`src/asc_map.svh`:
```
`ifndef ASC_MAP_SVH
`define ASC_MAP_SVH

// ****************************************************************
// Pin timing and widths of the external memory.
// ****************************************************************
`define ASC_CLK_PERIOD_NS  4
`define ASC_T_ACCESS_NS    45
`define ASC_ACC_CYC        ((`ASC_T_ACCESS_NS + `ASC_CLK_PERIOD_NS - 1) / `ASC_CLK_PERIOD_NS)
`define ASC_SYNC_CYC       2
`define ASC_WORD_ADDR_W    19
`define ASC_DATA_W         16
`define ASC_CNT_W          8
`define ASC_LANE_LO        0
`define ASC_LANE_HI        1
`define ASC_LANES_OFF      2'h3
`define ASC_LANES_ON       2'h0
`define ASC_OE_ALL         16'hFFFF
`define ASC_OE_LOW_BYTE    16'h00FF
`define ASC_OE_NONE        16'h0000
`define ASC_WR_LEN         8'(`ASC_ACC_CYC - 1)
`define ASC_RD_LEN         8'(`ASC_ACC_CYC + `ASC_SYNC_CYC - 1)

`endif

```
`src/asc_pkg.sv`:
```
`default_nettype none

package asc_pkg;

    typedef enum logic [4:0] {
        ASC_IDLE   = 5'h01,
        ASC_SETUP  = 5'h02,
        ASC_WR_STB = 5'h04,
        ASC_RD_STB = 5'h08,
        ASC_HOLD   = 5'h10
    } asc_state_e;

    typedef logic [7:0] asc_cnt_t;

endpackage : asc_pkg

`default_nettype wire

```
`src/asc_tmr_if.sv`:
```
`default_nettype none

interface asc_tmr_if;
    logic              load;
    asc_pkg::asc_cnt_t len;
    logic              done;

    modport ctl (output load, output len, input done);
    modport cnt (input load, input len, output done);
endinterface : asc_tmr_if

`default_nettype wire

```
`src/asc_wait_cnt.sv`:
```
`include "asc_map.svh"
`default_nettype none

// Counts a strobe width down; done is high once the count reaches zero.
module asc_wait_cnt (
    // Clock and reset
    input  wire logic core_clk,
    input  wire logic resetn,
    // Timer port
    asc_tmr_if.cnt    tmr
);
    asc_pkg::asc_cnt_t cnt_ff;
    asc_pkg::asc_cnt_t nxt_cnt;

    always_comb begin
        if (tmr.load) begin
            nxt_cnt = tmr.len;
        end else if (cnt_ff != '0) begin
            nxt_cnt = cnt_ff - 8'h01;
        end else begin
            nxt_cnt = cnt_ff;
        end
    end

    always_ff @(posedge core_clk or negedge resetn) begin
        if (!resetn) begin
            cnt_ff <= '0;
        end else begin
            cnt_ff <= nxt_cnt;
        end
    end

    assign tmr.done = (cnt_ff == '0) && !tmr.load;
endmodule : asc_wait_cnt

`default_nettype wire

```
`src/asc_sram_host.sv`:
```
`include "asc_map.svh"
`default_nettype none

// Contract
// - A write takes primary select low, secondary select high and write strobe low together.
// - A read takes both selects active and output strobe low with write strobe held high.
// - The width strap is held high to use the memory in 16-bit word mode.
// - In byte mode one pin is the top address bit and lanes and data bits 14 to 8 are undriven.
module asc_sram_host (
    // Clock and reset
    input  wire logic                           core_clk,
    input  wire logic                           resetn,
    // Configuration, held steady while running
    input  wire logic                           cfg_narrow,
    // Request port
    input  wire logic                           req_valid,
    input  wire logic                           req_write,
    input  wire logic [`ASC_WORD_ADDR_W:0]      req_addr,
    input  wire logic [`ASC_DATA_W-1:0]         req_wdata,
    input  wire logic [1:0]                     req_lane_en,
    output logic                                req_ready,
    // Answer port
    output logic                                resp_valid,
    output logic [`ASC_DATA_W-1:0]              resp_rdata,
    // Memory pins
    output logic                                primary_select_n,
    output logic                                secondary_select,
    output logic                                write_strobe_n,
    output logic                                output_strobe_n,
    output logic                                width_strap,
    output logic [`ASC_WORD_ADDR_W-1:0]         mem_addr,
    output logic                                top_address_bit_narrow_mode,
    output logic                                top_address_oe,
    output logic                                upper_lane_n,
    output logic                                lower_lane_n,
    output logic                                lane_oe,
    output logic [`ASC_DATA_W-1:0]              dq_out,
    output logic [`ASC_DATA_W-1:0]              dq_oe,
    input  wire logic [`ASC_DATA_W-1:0]         dq_in
);
    localparam int C_WR_TAIL = `ASC_ACC_CYC - 7;
    localparam int C_RD = `ASC_ACC_CYC + `ASC_SYNC_CYC;

    // ****************************************************************
    // State.
    // ****************************************************************
    asc_pkg::asc_state_e            state_ff, nxt_state;
    logic                           narrow_ff, nxt_narrow;
    logic                           wide_ff, nxt_wide;
    logic                           strap_done_ff, nxt_strap_done;
    logic                           ready_ff, nxt_ready;
    logic                           rvalid_ff, nxt_rvalid;
    logic [`ASC_DATA_W-1:0]         rdata_ff, nxt_rdata;
    logic                           csn_ff, nxt_csn;
    logic                           sec_ff, nxt_sec;
    logic                           wen_ff, nxt_wen;
    logic                           oen_ff, nxt_oen;
    logic                           is_wr_ff, nxt_is_wr;
    logic [`ASC_WORD_ADDR_W-1:0]    addr_ff, nxt_addr;
    logic                           top_ff, nxt_top;
    logic [1:0]                     lane_n_ff, nxt_lane_n;
    logic [`ASC_DATA_W-1:0]         dq_ff, nxt_dq;
    logic [`ASC_DATA_W-1:0]         dq_oe_ff, nxt_dq_oe;
    logic [`ASC_DATA_W-1:0]         dq_meta_ff, dq_sync_ff;

    asc_tmr_if tmr ();

    asc_wait_cnt u_wait (
        .core_clk (core_clk),
        .resetn   (resetn),
        .tmr      (tmr)
    );

    // ****************************************************************
    // Data pin synchroniser.
    // ****************************************************************
    always_ff @(posedge core_clk or negedge resetn) begin
        if (!resetn) begin
            dq_meta_ff <= '0;
            dq_sync_ff <= '0;
        end else begin
            dq_meta_ff <= dq_in;
            dq_sync_ff <= dq_meta_ff;
        end
    end

    // ****************************************************************
    // Transfer sequencer.
    // ****************************************************************
    always_comb begin
        nxt_state      = state_ff;
        nxt_narrow     = narrow_ff;
        nxt_strap_done = 1'b1;
        nxt_ready      = ready_ff;
        nxt_rvalid     = 1'b0;
        nxt_rdata      = rdata_ff;
        nxt_csn        = csn_ff;
        nxt_wen        = wen_ff;
        nxt_oen        = oen_ff;
        nxt_is_wr      = is_wr_ff;
        nxt_addr       = addr_ff;
        nxt_top        = top_ff;
        nxt_lane_n     = lane_n_ff;
        nxt_dq         = dq_ff;
        nxt_dq_oe      = dq_oe_ff;
        tmr.load       = 1'b0;
        tmr.len        = '0;
        // The strap is caught once after reset; the memory reads it only at power-up.
        if (!strap_done_ff) begin
            nxt_narrow = cfg_narrow;
            nxt_ready  = 1'b1;
        end
        unique case (state_ff)
            asc_pkg::ASC_IDLE: begin
                if (req_valid && ready_ff) begin
                    nxt_state = asc_pkg::ASC_SETUP;
                    nxt_ready = 1'b0;
                    nxt_csn   = 1'b0;
                    nxt_is_wr = req_write;
                    nxt_addr  = req_addr[`ASC_WORD_ADDR_W-1:0];
                    nxt_top   = req_addr[`ASC_WORD_ADDR_W];
                    nxt_lane_n = narrow_ff ? `ASC_LANES_OFF : ~req_lane_en;
                    nxt_dq    = req_wdata;
                    if (!req_write) begin
                        nxt_dq_oe = `ASC_OE_NONE;
                    end else if (narrow_ff) begin
                        nxt_dq_oe = `ASC_OE_LOW_BYTE;
                    end else begin
                        nxt_dq_oe = `ASC_OE_ALL;
                    end
                end
            end
            asc_pkg::ASC_SETUP: begin
                tmr.load = 1'b1;
                if (is_wr_ff) begin
                    nxt_wen   = 1'b0;
                    tmr.len   = `ASC_WR_LEN;
                    nxt_state = asc_pkg::ASC_WR_STB;
                end else begin
                    nxt_oen   = 1'b0;
                    tmr.len   = `ASC_RD_LEN;
                    nxt_state = asc_pkg::ASC_RD_STB;
                end
            end
            asc_pkg::ASC_WR_STB: begin
                if (tmr.done) begin
                    nxt_wen   = 1'b1;
                    nxt_state = asc_pkg::ASC_HOLD;
                end
            end
            asc_pkg::ASC_RD_STB: begin
                if (tmr.done) begin
                    nxt_oen    = 1'b1;
                    nxt_rvalid = 1'b1;
                    nxt_rdata  = narrow_ff ? {8'h00, dq_sync_ff[7:0]} : dq_sync_ff;
                    nxt_state  = asc_pkg::ASC_HOLD;
                end
            end
            asc_pkg::ASC_HOLD: begin
                // Data stays driven one cycle past the strobe to meet hold.
                nxt_csn    = 1'b1;
                nxt_dq_oe  = `ASC_OE_NONE;
                nxt_lane_n = `ASC_LANES_OFF;
                nxt_ready  = 1'b1;
                nxt_state  = asc_pkg::ASC_IDLE;
            end
        endcase
        nxt_sec  = !nxt_csn;
        nxt_wide = !nxt_narrow;
    end

    always_ff @(posedge core_clk or negedge resetn) begin
        if (!resetn) begin
            state_ff      <= asc_pkg::ASC_IDLE;
            narrow_ff     <= 1'b0;
            wide_ff       <= 1'b1;
            strap_done_ff <= 1'b0;
            ready_ff      <= 1'b0;
            rvalid_ff     <= 1'b0;
            rdata_ff      <= '0;
            csn_ff        <= 1'b1;
            sec_ff        <= 1'b0;
            wen_ff        <= 1'b1;
            oen_ff        <= 1'b1;
            is_wr_ff      <= 1'b0;
            addr_ff       <= '0;
            top_ff        <= 1'b0;
            lane_n_ff     <= `ASC_LANES_OFF;
            dq_ff         <= '0;
            dq_oe_ff      <= `ASC_OE_NONE;
        end else begin
            state_ff      <= nxt_state;
            narrow_ff     <= nxt_narrow;
            wide_ff       <= nxt_wide;
            strap_done_ff <= nxt_strap_done;
            ready_ff      <= nxt_ready;
            rvalid_ff     <= nxt_rvalid;
            rdata_ff      <= nxt_rdata;
            csn_ff        <= nxt_csn;
            sec_ff        <= nxt_sec;
            wen_ff        <= nxt_wen;
            oen_ff        <= nxt_oen;
            is_wr_ff      <= nxt_is_wr;
            addr_ff       <= nxt_addr;
            top_ff        <= nxt_top;
            lane_n_ff     <= nxt_lane_n;
            dq_ff         <= nxt_dq;
            dq_oe_ff      <= nxt_dq_oe;
        end
    end

    // ****************************************************************
    // Pin outputs.
    // ****************************************************************
    assign req_ready                   = ready_ff;
    assign resp_valid                  = rvalid_ff;
    assign resp_rdata                  = rdata_ff;
    assign primary_select_n            = csn_ff;
    assign secondary_select            = sec_ff;
    assign write_strobe_n              = wen_ff;
    assign output_strobe_n             = oen_ff;
    assign width_strap                 = wide_ff;
    assign mem_addr                    = addr_ff;
    assign top_address_bit_narrow_mode = top_ff;
    assign top_address_oe              = narrow_ff;
    assign upper_lane_n                = lane_n_ff[`ASC_LANE_HI];
    assign lower_lane_n                = lane_n_ff[`ASC_LANE_LO];
    assign lane_oe                     = wide_ff;
    assign dq_out                      = dq_ff;
    assign dq_oe                       = dq_oe_ff;
endmodule : asc_sram_host

`default_nettype wire

```
`config.mk`:
```
export PLATFORM = sky130hd
export DESIGN_NAME = asc_sram_host
export DESIGN_NICKNAME = d
export VERILOG_FILES = /design/src/asc_pkg.sv /design/src/asc_tmr_if.sv /design/src/asc_wait_cnt.sv /design/src/asc_sram_host.sv
export VERILOG_INCLUDE_DIRS = /design/src
export SDC_FILE = /design/constraint.sdc
export NUM_CORES = 1
export LEC_CHECK = 0
export ABC_AREA = 1
export ABC_CLOCK_PERIOD_IN_PS = 3800
export BUFFER_PORTS_ARGS = -buffer_cell sky130_fd_sc_hd__buf_2
export CAP_MARGIN = 20
export CORE_ASPECT_RATIO = 0.75
export CORE_MARGIN = 4
export CORE_UTILIZATION = 50
export DETAILED_ROUTE_END_ITERATION = 6
export PLACE_DENSITY = 0.79
export RECOVER_POWER = 25
export SYNTH_ARGS = -nofsm -noshare
export SYNTH_HDL_FRONTEND = slang
export SYNTH_SLANG_ARGS = --single-unit
```
`constraint.sdc`:
```
create_clock -name core_clk -period 3.8 [get_ports core_clk]
set_clock_uncertainty 0.2 [all_clocks]
set_input_delay 0.76 -clock core_clk [delete_from_list [all_inputs] [get_ports core_clk]]
set_output_delay 0.76 -clock core_clk [all_outputs]
set_load 0.01 [all_outputs]
```
# Word-level counts from Yosys, hierarchy flattened
# Index checks and enable logic that the tools add are counted.
[word_totals]
latch_bits = 0
rom_bits = 0
ff_bits = 125
out_inout_bits = 79
ram_bits = 0
mem_count = 0
input_bits = 59
[classes]
reduce_logical = 18
n_mux = 30
multipliers = 0
div = 0
addsub = 1
n_lt_le_gt_ge = 0
bitwise = 1
eq_ne = 11
shifts = 0
[ops]
columns = ["cell", "n"]
rows = [
  ["two-way mux 16 bit", 4],
  ["one-hot mux 16 bit (2 select lines)", 1],
  ["one-hot mux 5 bit (4 select lines)", 1],
  ["two-way mux 8 bit", 2],
  ["two-way mux 1 bit", 10],
  ["two-way mux 5 bit", 2],
  ["inequality test 2 bit, second input constant", 5],
  ["logical NOT 8 bit", 1],
  ["two-way mux 4 bit", 2],
  ["one-hot mux 1 bit (2 select lines)", 4],
  ["AND reduction 2 bit", 4],
  ["nonzero test 2 bit", 4],
  ["nonzero test 8 bit", 1],
  ["subtractor 8 x 1 -> 8 bit, second input constant", 1],
  ["AND reduction 3 bit", 2],
  ["== test 5 x 1 -> 1 bit, second input constant", 1],
  ["== test 5 x 2 -> 1 bit, second input constant", 1],
  ["== test 5 x 3 -> 1 bit, second input constant", 1],
  ["== test 5 x 4 -> 1 bit, second input constant", 1],
  ["== test 5 bit, second input constant", 1],
  ["two-way mux 2 bit", 2],
  ["one-hot mux 2 bit (2 select lines)", 1],
  ["logical NOT 1 bit", 3],
  ["two-way mux 3 bit", 1],
  ["4 further kinds", 5],
]

# Depth between registers and ports, before layout
[depth]
ltp_word = 6
ltp_mapped = 9

# Cells and area by module
# A second synthesis with hierarchy kept.
[unflattened]
cells_unflattened = 437
hier_area_um2 = 4321.6
[by_module_without_submodules]
columns = ["mod", "cells_per_inst", "seq_area_each_um2", "area_per_inst_um2", "instances"]
rows = [
  ["asc_sram_host", 360, 2586.2, 3743.6, 1],
  ["asc_wait_cnt", 77, 200.2, 578.1, 1],
]

# Worst setup path before layout
# OpenSTA, ideal clock, no wires.
[synth_timing]
path_kind = "input to register"
start = "input req_valid"
end = "register dq_ff[10] (netlist: dq_out[10])"
path_stages = 7
arrival_ns = 1.444
path_slack_ns = 2.040
n_path_buf = 2
setup_ns = 0.116
required_ns = 3.484
cell_sequence = "nand2_1 > inv_1 > nand4_1 > buf_2 > buf_6 > nand2_1 > nand2_1"
[synth_between]
elab_chain_cells = 2
[synth_rtl]
columns = ["element", "line_no", "rtl"]
rows = [
  ["from (decl)", "asc_sram_host.sv:16", "input wire logic req_valid,"],
  ["logical AND 1 bit", "asc_sram_host.sv:115", "if (req_valid && ready_ff) begin"],
  ["AND reduction 2 bit (no source line)", "--", ""],
  ["to (signal assigned)", "asc_sram_host.sv:207", "dq_ff <= nxt_dq;"],
  ["to (decl)", "asc_sram_host.sv:62", "logic [`ASC_DATA_W-1:0] dq_ff, nxt_dq;"],
]
# No other way between the ends.
# A chain may end at the register's enable or synchronous reset.

==> results by stage <==
Worst setup path:
- The critical path start-end classification is input port to asynchronous set/reset pin.
- Data on the critical path is required at its endpoint by 4.08 ns.
- The category of the worst setup path launch point is an input port.
- The critical path goes through clkbuf_2 > buf_4.
- The reg-to-reg critical path startpoint is state_ff[3].
- The capture point of the worst reg-to-reg path is dq_out[4].
- Counting cells, the worst reg-to-reg path comes to 5.
- The number of buffer and inverter stages on the critical path is 2.
- Broken down by cell family, the worst path's largest delay share belongs to buffers and inverters.
- The largest stage delay on the critical path is about 1.3 ns.
- The maximum net fanout on the critical path is 75.
- The largest individual stage delay along the critical path comes from the cell sky130_fd_sc_hd__clkbuf_2.
- In this run the register-to-register setup slack is 1.71 ns.
- The arrival time at the worst endpoint is 2.56 ns.
- The critical path capture point type is an asynchronous set/reset pin.

Pwr:
- Power spread over the standard cell area amounts to between 500 and 600 nW/µm².
- The maximum ir drop on the vdd rail is approximately 0.00024 V.
- In this run the static leakage power is between 0.002 and 0.003 µW.

Clocking:
- The number of levels the H-tree was split into is 3.
- The number of gates resized after CTS was 0.
- In this run the post-CTS setup repair buffer count came out at 0.
- The clock reaches the later pin of the worst-skew pair after between 0.3 and 0.4 ns.
- The cell at the root of the clock tree is sky130_fd_sc_hd__clkbuf_8.
- In this run, post-CTS hold repair placed 0 buffers.
- In this run the deepest clock path goes through 2 buffers.
- After clock tree synthesis, the clock-pin slew on the worst setup and hold paths is 0.12 ns.
- TritonCTS created 9 clock buffers.
- CTS saw 111 sinks.
- TritonCTS built the clock tree.

Floorplanning:
- The starting density of the core is 52.4%.
- The die covers 9950 µm².
- The floorplan step defined a core boundary enclosing 8020 µm².
- 138 I/O pins were placed.
- From left edge to right edge, the die measures around 110 µm.
- The floorplan die height is 87.4 µm.
- The row count is 28.

Placed design:
- Detailed placement finished with a half-perimeter wire length of 6380 µm.
- Routability-driven placement finished with a final weighted congestion of 0.776.
- The total placed cells including tap cells is between 600 and 700.
- Buffers placed on the I/O ports in this run total 137.

Hold path:
- The capture endpoint of the worst hold path is dq_sync_ff[3].
- The instance count along the most critical hold path is 0.
- The path class of the tightest hold or removal check is flip-flop to flip-flop.
- The startpoint identified for the worst hold timing path is dq_meta_ff[3].

STA:
- The hold violation count in the final report is 0.
- Setup repair after global routing left no endpoint under its margin.
- The share of the cycle needed by the critical path after routing is between 50% and 60%.
- The maximum operating frequency is 439 MHz.
- The shortest clock period the worst path allows after layout is ~2.3 ns.
- The relative slew slack is -18.7%.
- The max-slew violation count is 76.
- The number of failing setup endpoints in the final timing report is 0.
- For the pin with the worst max-slew slack, the measured transition is about 1.8 ns.
- The final setup TNS is 0 ns.

Final layout:
- 0 antenna diodes ended up in the layout.
- Excluding fillers, the count of instances in the completed layout stands at ~660.
- In the final layout, the share of cells above drive strength 1 is 33.3%.
- The count of fill cells added during filler insertion is around 660.
- At the end of the flow, the number of nets in the layout was 605.
- The area growth from synthesis to layout is 20.2%.

GRT:
- Entering global routing, the biggest net connects 76 pins.
- The sum of overflow across all layers after global routing is 0.
- The via count of the first global-routing pass came to 3045.
- The first global-routing pass estimated 14000 µm of wire.
- Across every metal layer, demand over resource in global routing totals 17.6%.
- The initial antenna violation count is 0.

Logic synthesis:
- The area share of the largest cell type after synthesis is 62.0%.
- The net count of the mapped netlist is 480.
- Among all flip-flop cells after synthesis, the most frequent one is sky130_fd_sc_hd__dfrtp_1.
- The largest total area in the synthesized netlist belongs to sky130_fd_sc_hd__dfrtp_1.
- After synthesis the cells add up to 4200 µm².
- The post-synthesis async set-or-reset flop share is 100%.
- The Yosys step of the flow raised 0 warnings.
- The sequential-to-total area share from yosys stat is 66.3%.
- The synthesized design contains around 110 register bits.
- Synthesis handed over a netlist of 420 instances.
- Ranked by total cell area, the synthesized netlist is headed by sky130_fd_sc_hd__dfrtp_1 (62%), sky130_fd_sc_hd__nand2_1 (17%), sky130_fd_sc_hd__dfstp_2 (4.4%).
- Sorting the synthesized cells by how often they occur yields sky130_fd_sc_hd__nand2_1 (192), sky130_fd_sc_hd__dfrtp_1 (104), sky130_fd_sc_hd__inv_1 (20).
- The count of distinct cell types in the synthesized netlist is 27.
- Yosys mapped a number of flops with a built-in enable equal to 0.
- The most common cell in the netlist is sky130_fd_sc_hd__nand2_1.
- A synthesized cell averages 10.0 µm².

Route:
- The remaining antenna violation count after routing is 0.
- In the routed design, unresolved DRC markers number 0.
- The count of routing violations after the opening detailed-route iteration is 168.
- The routed length per instance is 13.1 µm.
- After detailed routing, the total wire length is roughly 8600 µm.
- The routed layout has 3093 vias.
- The total iterations of the first detailed-routing run is 5.
- The mean number of vias per cell is between 4 and 5.

Run status:
- The run finished, with violations left.
- The final reports fail on max-capacitance violations, max-slew violations.

Job:
- The number of violations of the max-capacitance limit is 1.
[cell families (layout without fill, tap and decap cells)]
logic type               count (synthesis)  after routing  share of synthesized area (%)
adder cells (fa/ha/maj)                  1              1                          0.298
other                                    1              1                         0.0893
buffers and inverters                   50            180                           6.88
AO/OA/AOI/OAI                           23             23                           3.72
XOR/XNOR                                 2              2                          0.417
AND/OR/NAND/NOR                        232            232                           22.3
flip-flops                             111            111                           66.3
[per-layer routing]
layer	track usage (%)	wire length (µm)	up-vias
met3	3.61	484	7
li1	-	-	1522
met2	30.4	4440	84
met4	4.96	80	0
met1	22.8	3580	1480
met5	0	0	-
[sequential cells by signal (all words and copies together), names as in the netlist, 2 cells and up, named ones only]
name           count
mem_addr          19
dq_meta_ff        16
dq_out            16
dq_sync_ff        16
resp_rdata        16
u_wait.cnt_ff      8
state_ff           5
dq_oe              2
lane_n_ff          2
[power breakdown]
group | internal, µW | total (µW) | switching [µW] | leakage [µW]
clock network | 270 | 703 | 433 | 0.000105
registers | 1370 | 1480 | 114 | 0.00136
logic | 261 | 662 | 401 | 0.00138
[cell type report]
| cell class | count | area [µm²] | share of cell area [%] |
|---|---|---|---|
| clock inverters | 7 | 86.3 | 1.71 |
| well taps | 105 | 131 | 2.60 |
| multi-input cells | 259 | 1120 | 22.2 |
| flip-flops and latches | 111 | 2790 | 55.2 |
| clock buffers | 9 | 124 | 2.45 |
| inverters | 23 | 86.3 | 1.71 |
| repair buffers | 141 | 716 | 14.2 |
[per-stage QoR]
step           hold WS (ns)  setup slack [ns]  power, µW  utilization [%]  instance area, µm²
2_1_floorplan         0.131              2.04       1930                -                4200
3_3_place_gp          0.132              1.56       2150             60.4                4850
3_5_place_dp          0.135              1.46       2190             60.4                4850
4_1_cts               0.162              1.75       2890             63.1                5060
5_1_grt               0.166              1.16       3030             62.9                5050
6_report              0.161              1.52       2850             62.9                5050
[layout by cell type (no fill, tap or decap), types with 2 or more instances in the layout]
cell	netlist	routed
sky130_fd_sc_hd__nor2_2	3	4
sky130_fd_sc_hd__dfstp_2	7	7
sky130_fd_sc_hd__dfrtp_1	104	104
sky130_fd_sc_hd__o21ai_2	8	8
sky130_fd_sc_hd__clkbuf_8	0	9
sky130_fd_sc_hd__nand4_1	3	3
sky130_fd_sc_hd__nor3_1	3	3
sky130_fd_sc_hd__inv_1	20	20
sky130_fd_sc_hd__inv_6	0	3
sky130_fd_sc_hd__nor2_1	19	19
sky130_fd_sc_hd__o21ai_0	7	7
sky130_fd_sc_hd__inv_2	3	3
sky130_fd_sc_hd__buf_4	16	4
sky130_fd_sc_hd__o21bai_1	2	2
sky130_fd_sc_hd__nand3_1	8	8
sky130_fd_sc_hd__a21oi_1	4	4
sky130_fd_sc_hd__buf_2	3	136
sky130_fd_sc_hd__nand2_1	192	192
sky130_fd_sc_hd__clkinv_8	0	2
[worst max-delay path by stage]
stage          startpoint                to  slack, ns  depth (start not counted)
5_1_grt            resetn   output_strobe_n       1.16                          2
3_3_place_gp    req_valid      mem_addr[11]       1.56                          7
2_1_floorplan   req_valid        dq_out[10]       2.04                          7
3_5_place_dp    req_valid      mem_addr[11]       1.46                          7
6_report           resetn      lane_n_ff[1]       1.52                          2
4_1_cts         flip-flop  primary_select_n       1.75                          1
Power figures use the tool's default switching activity.
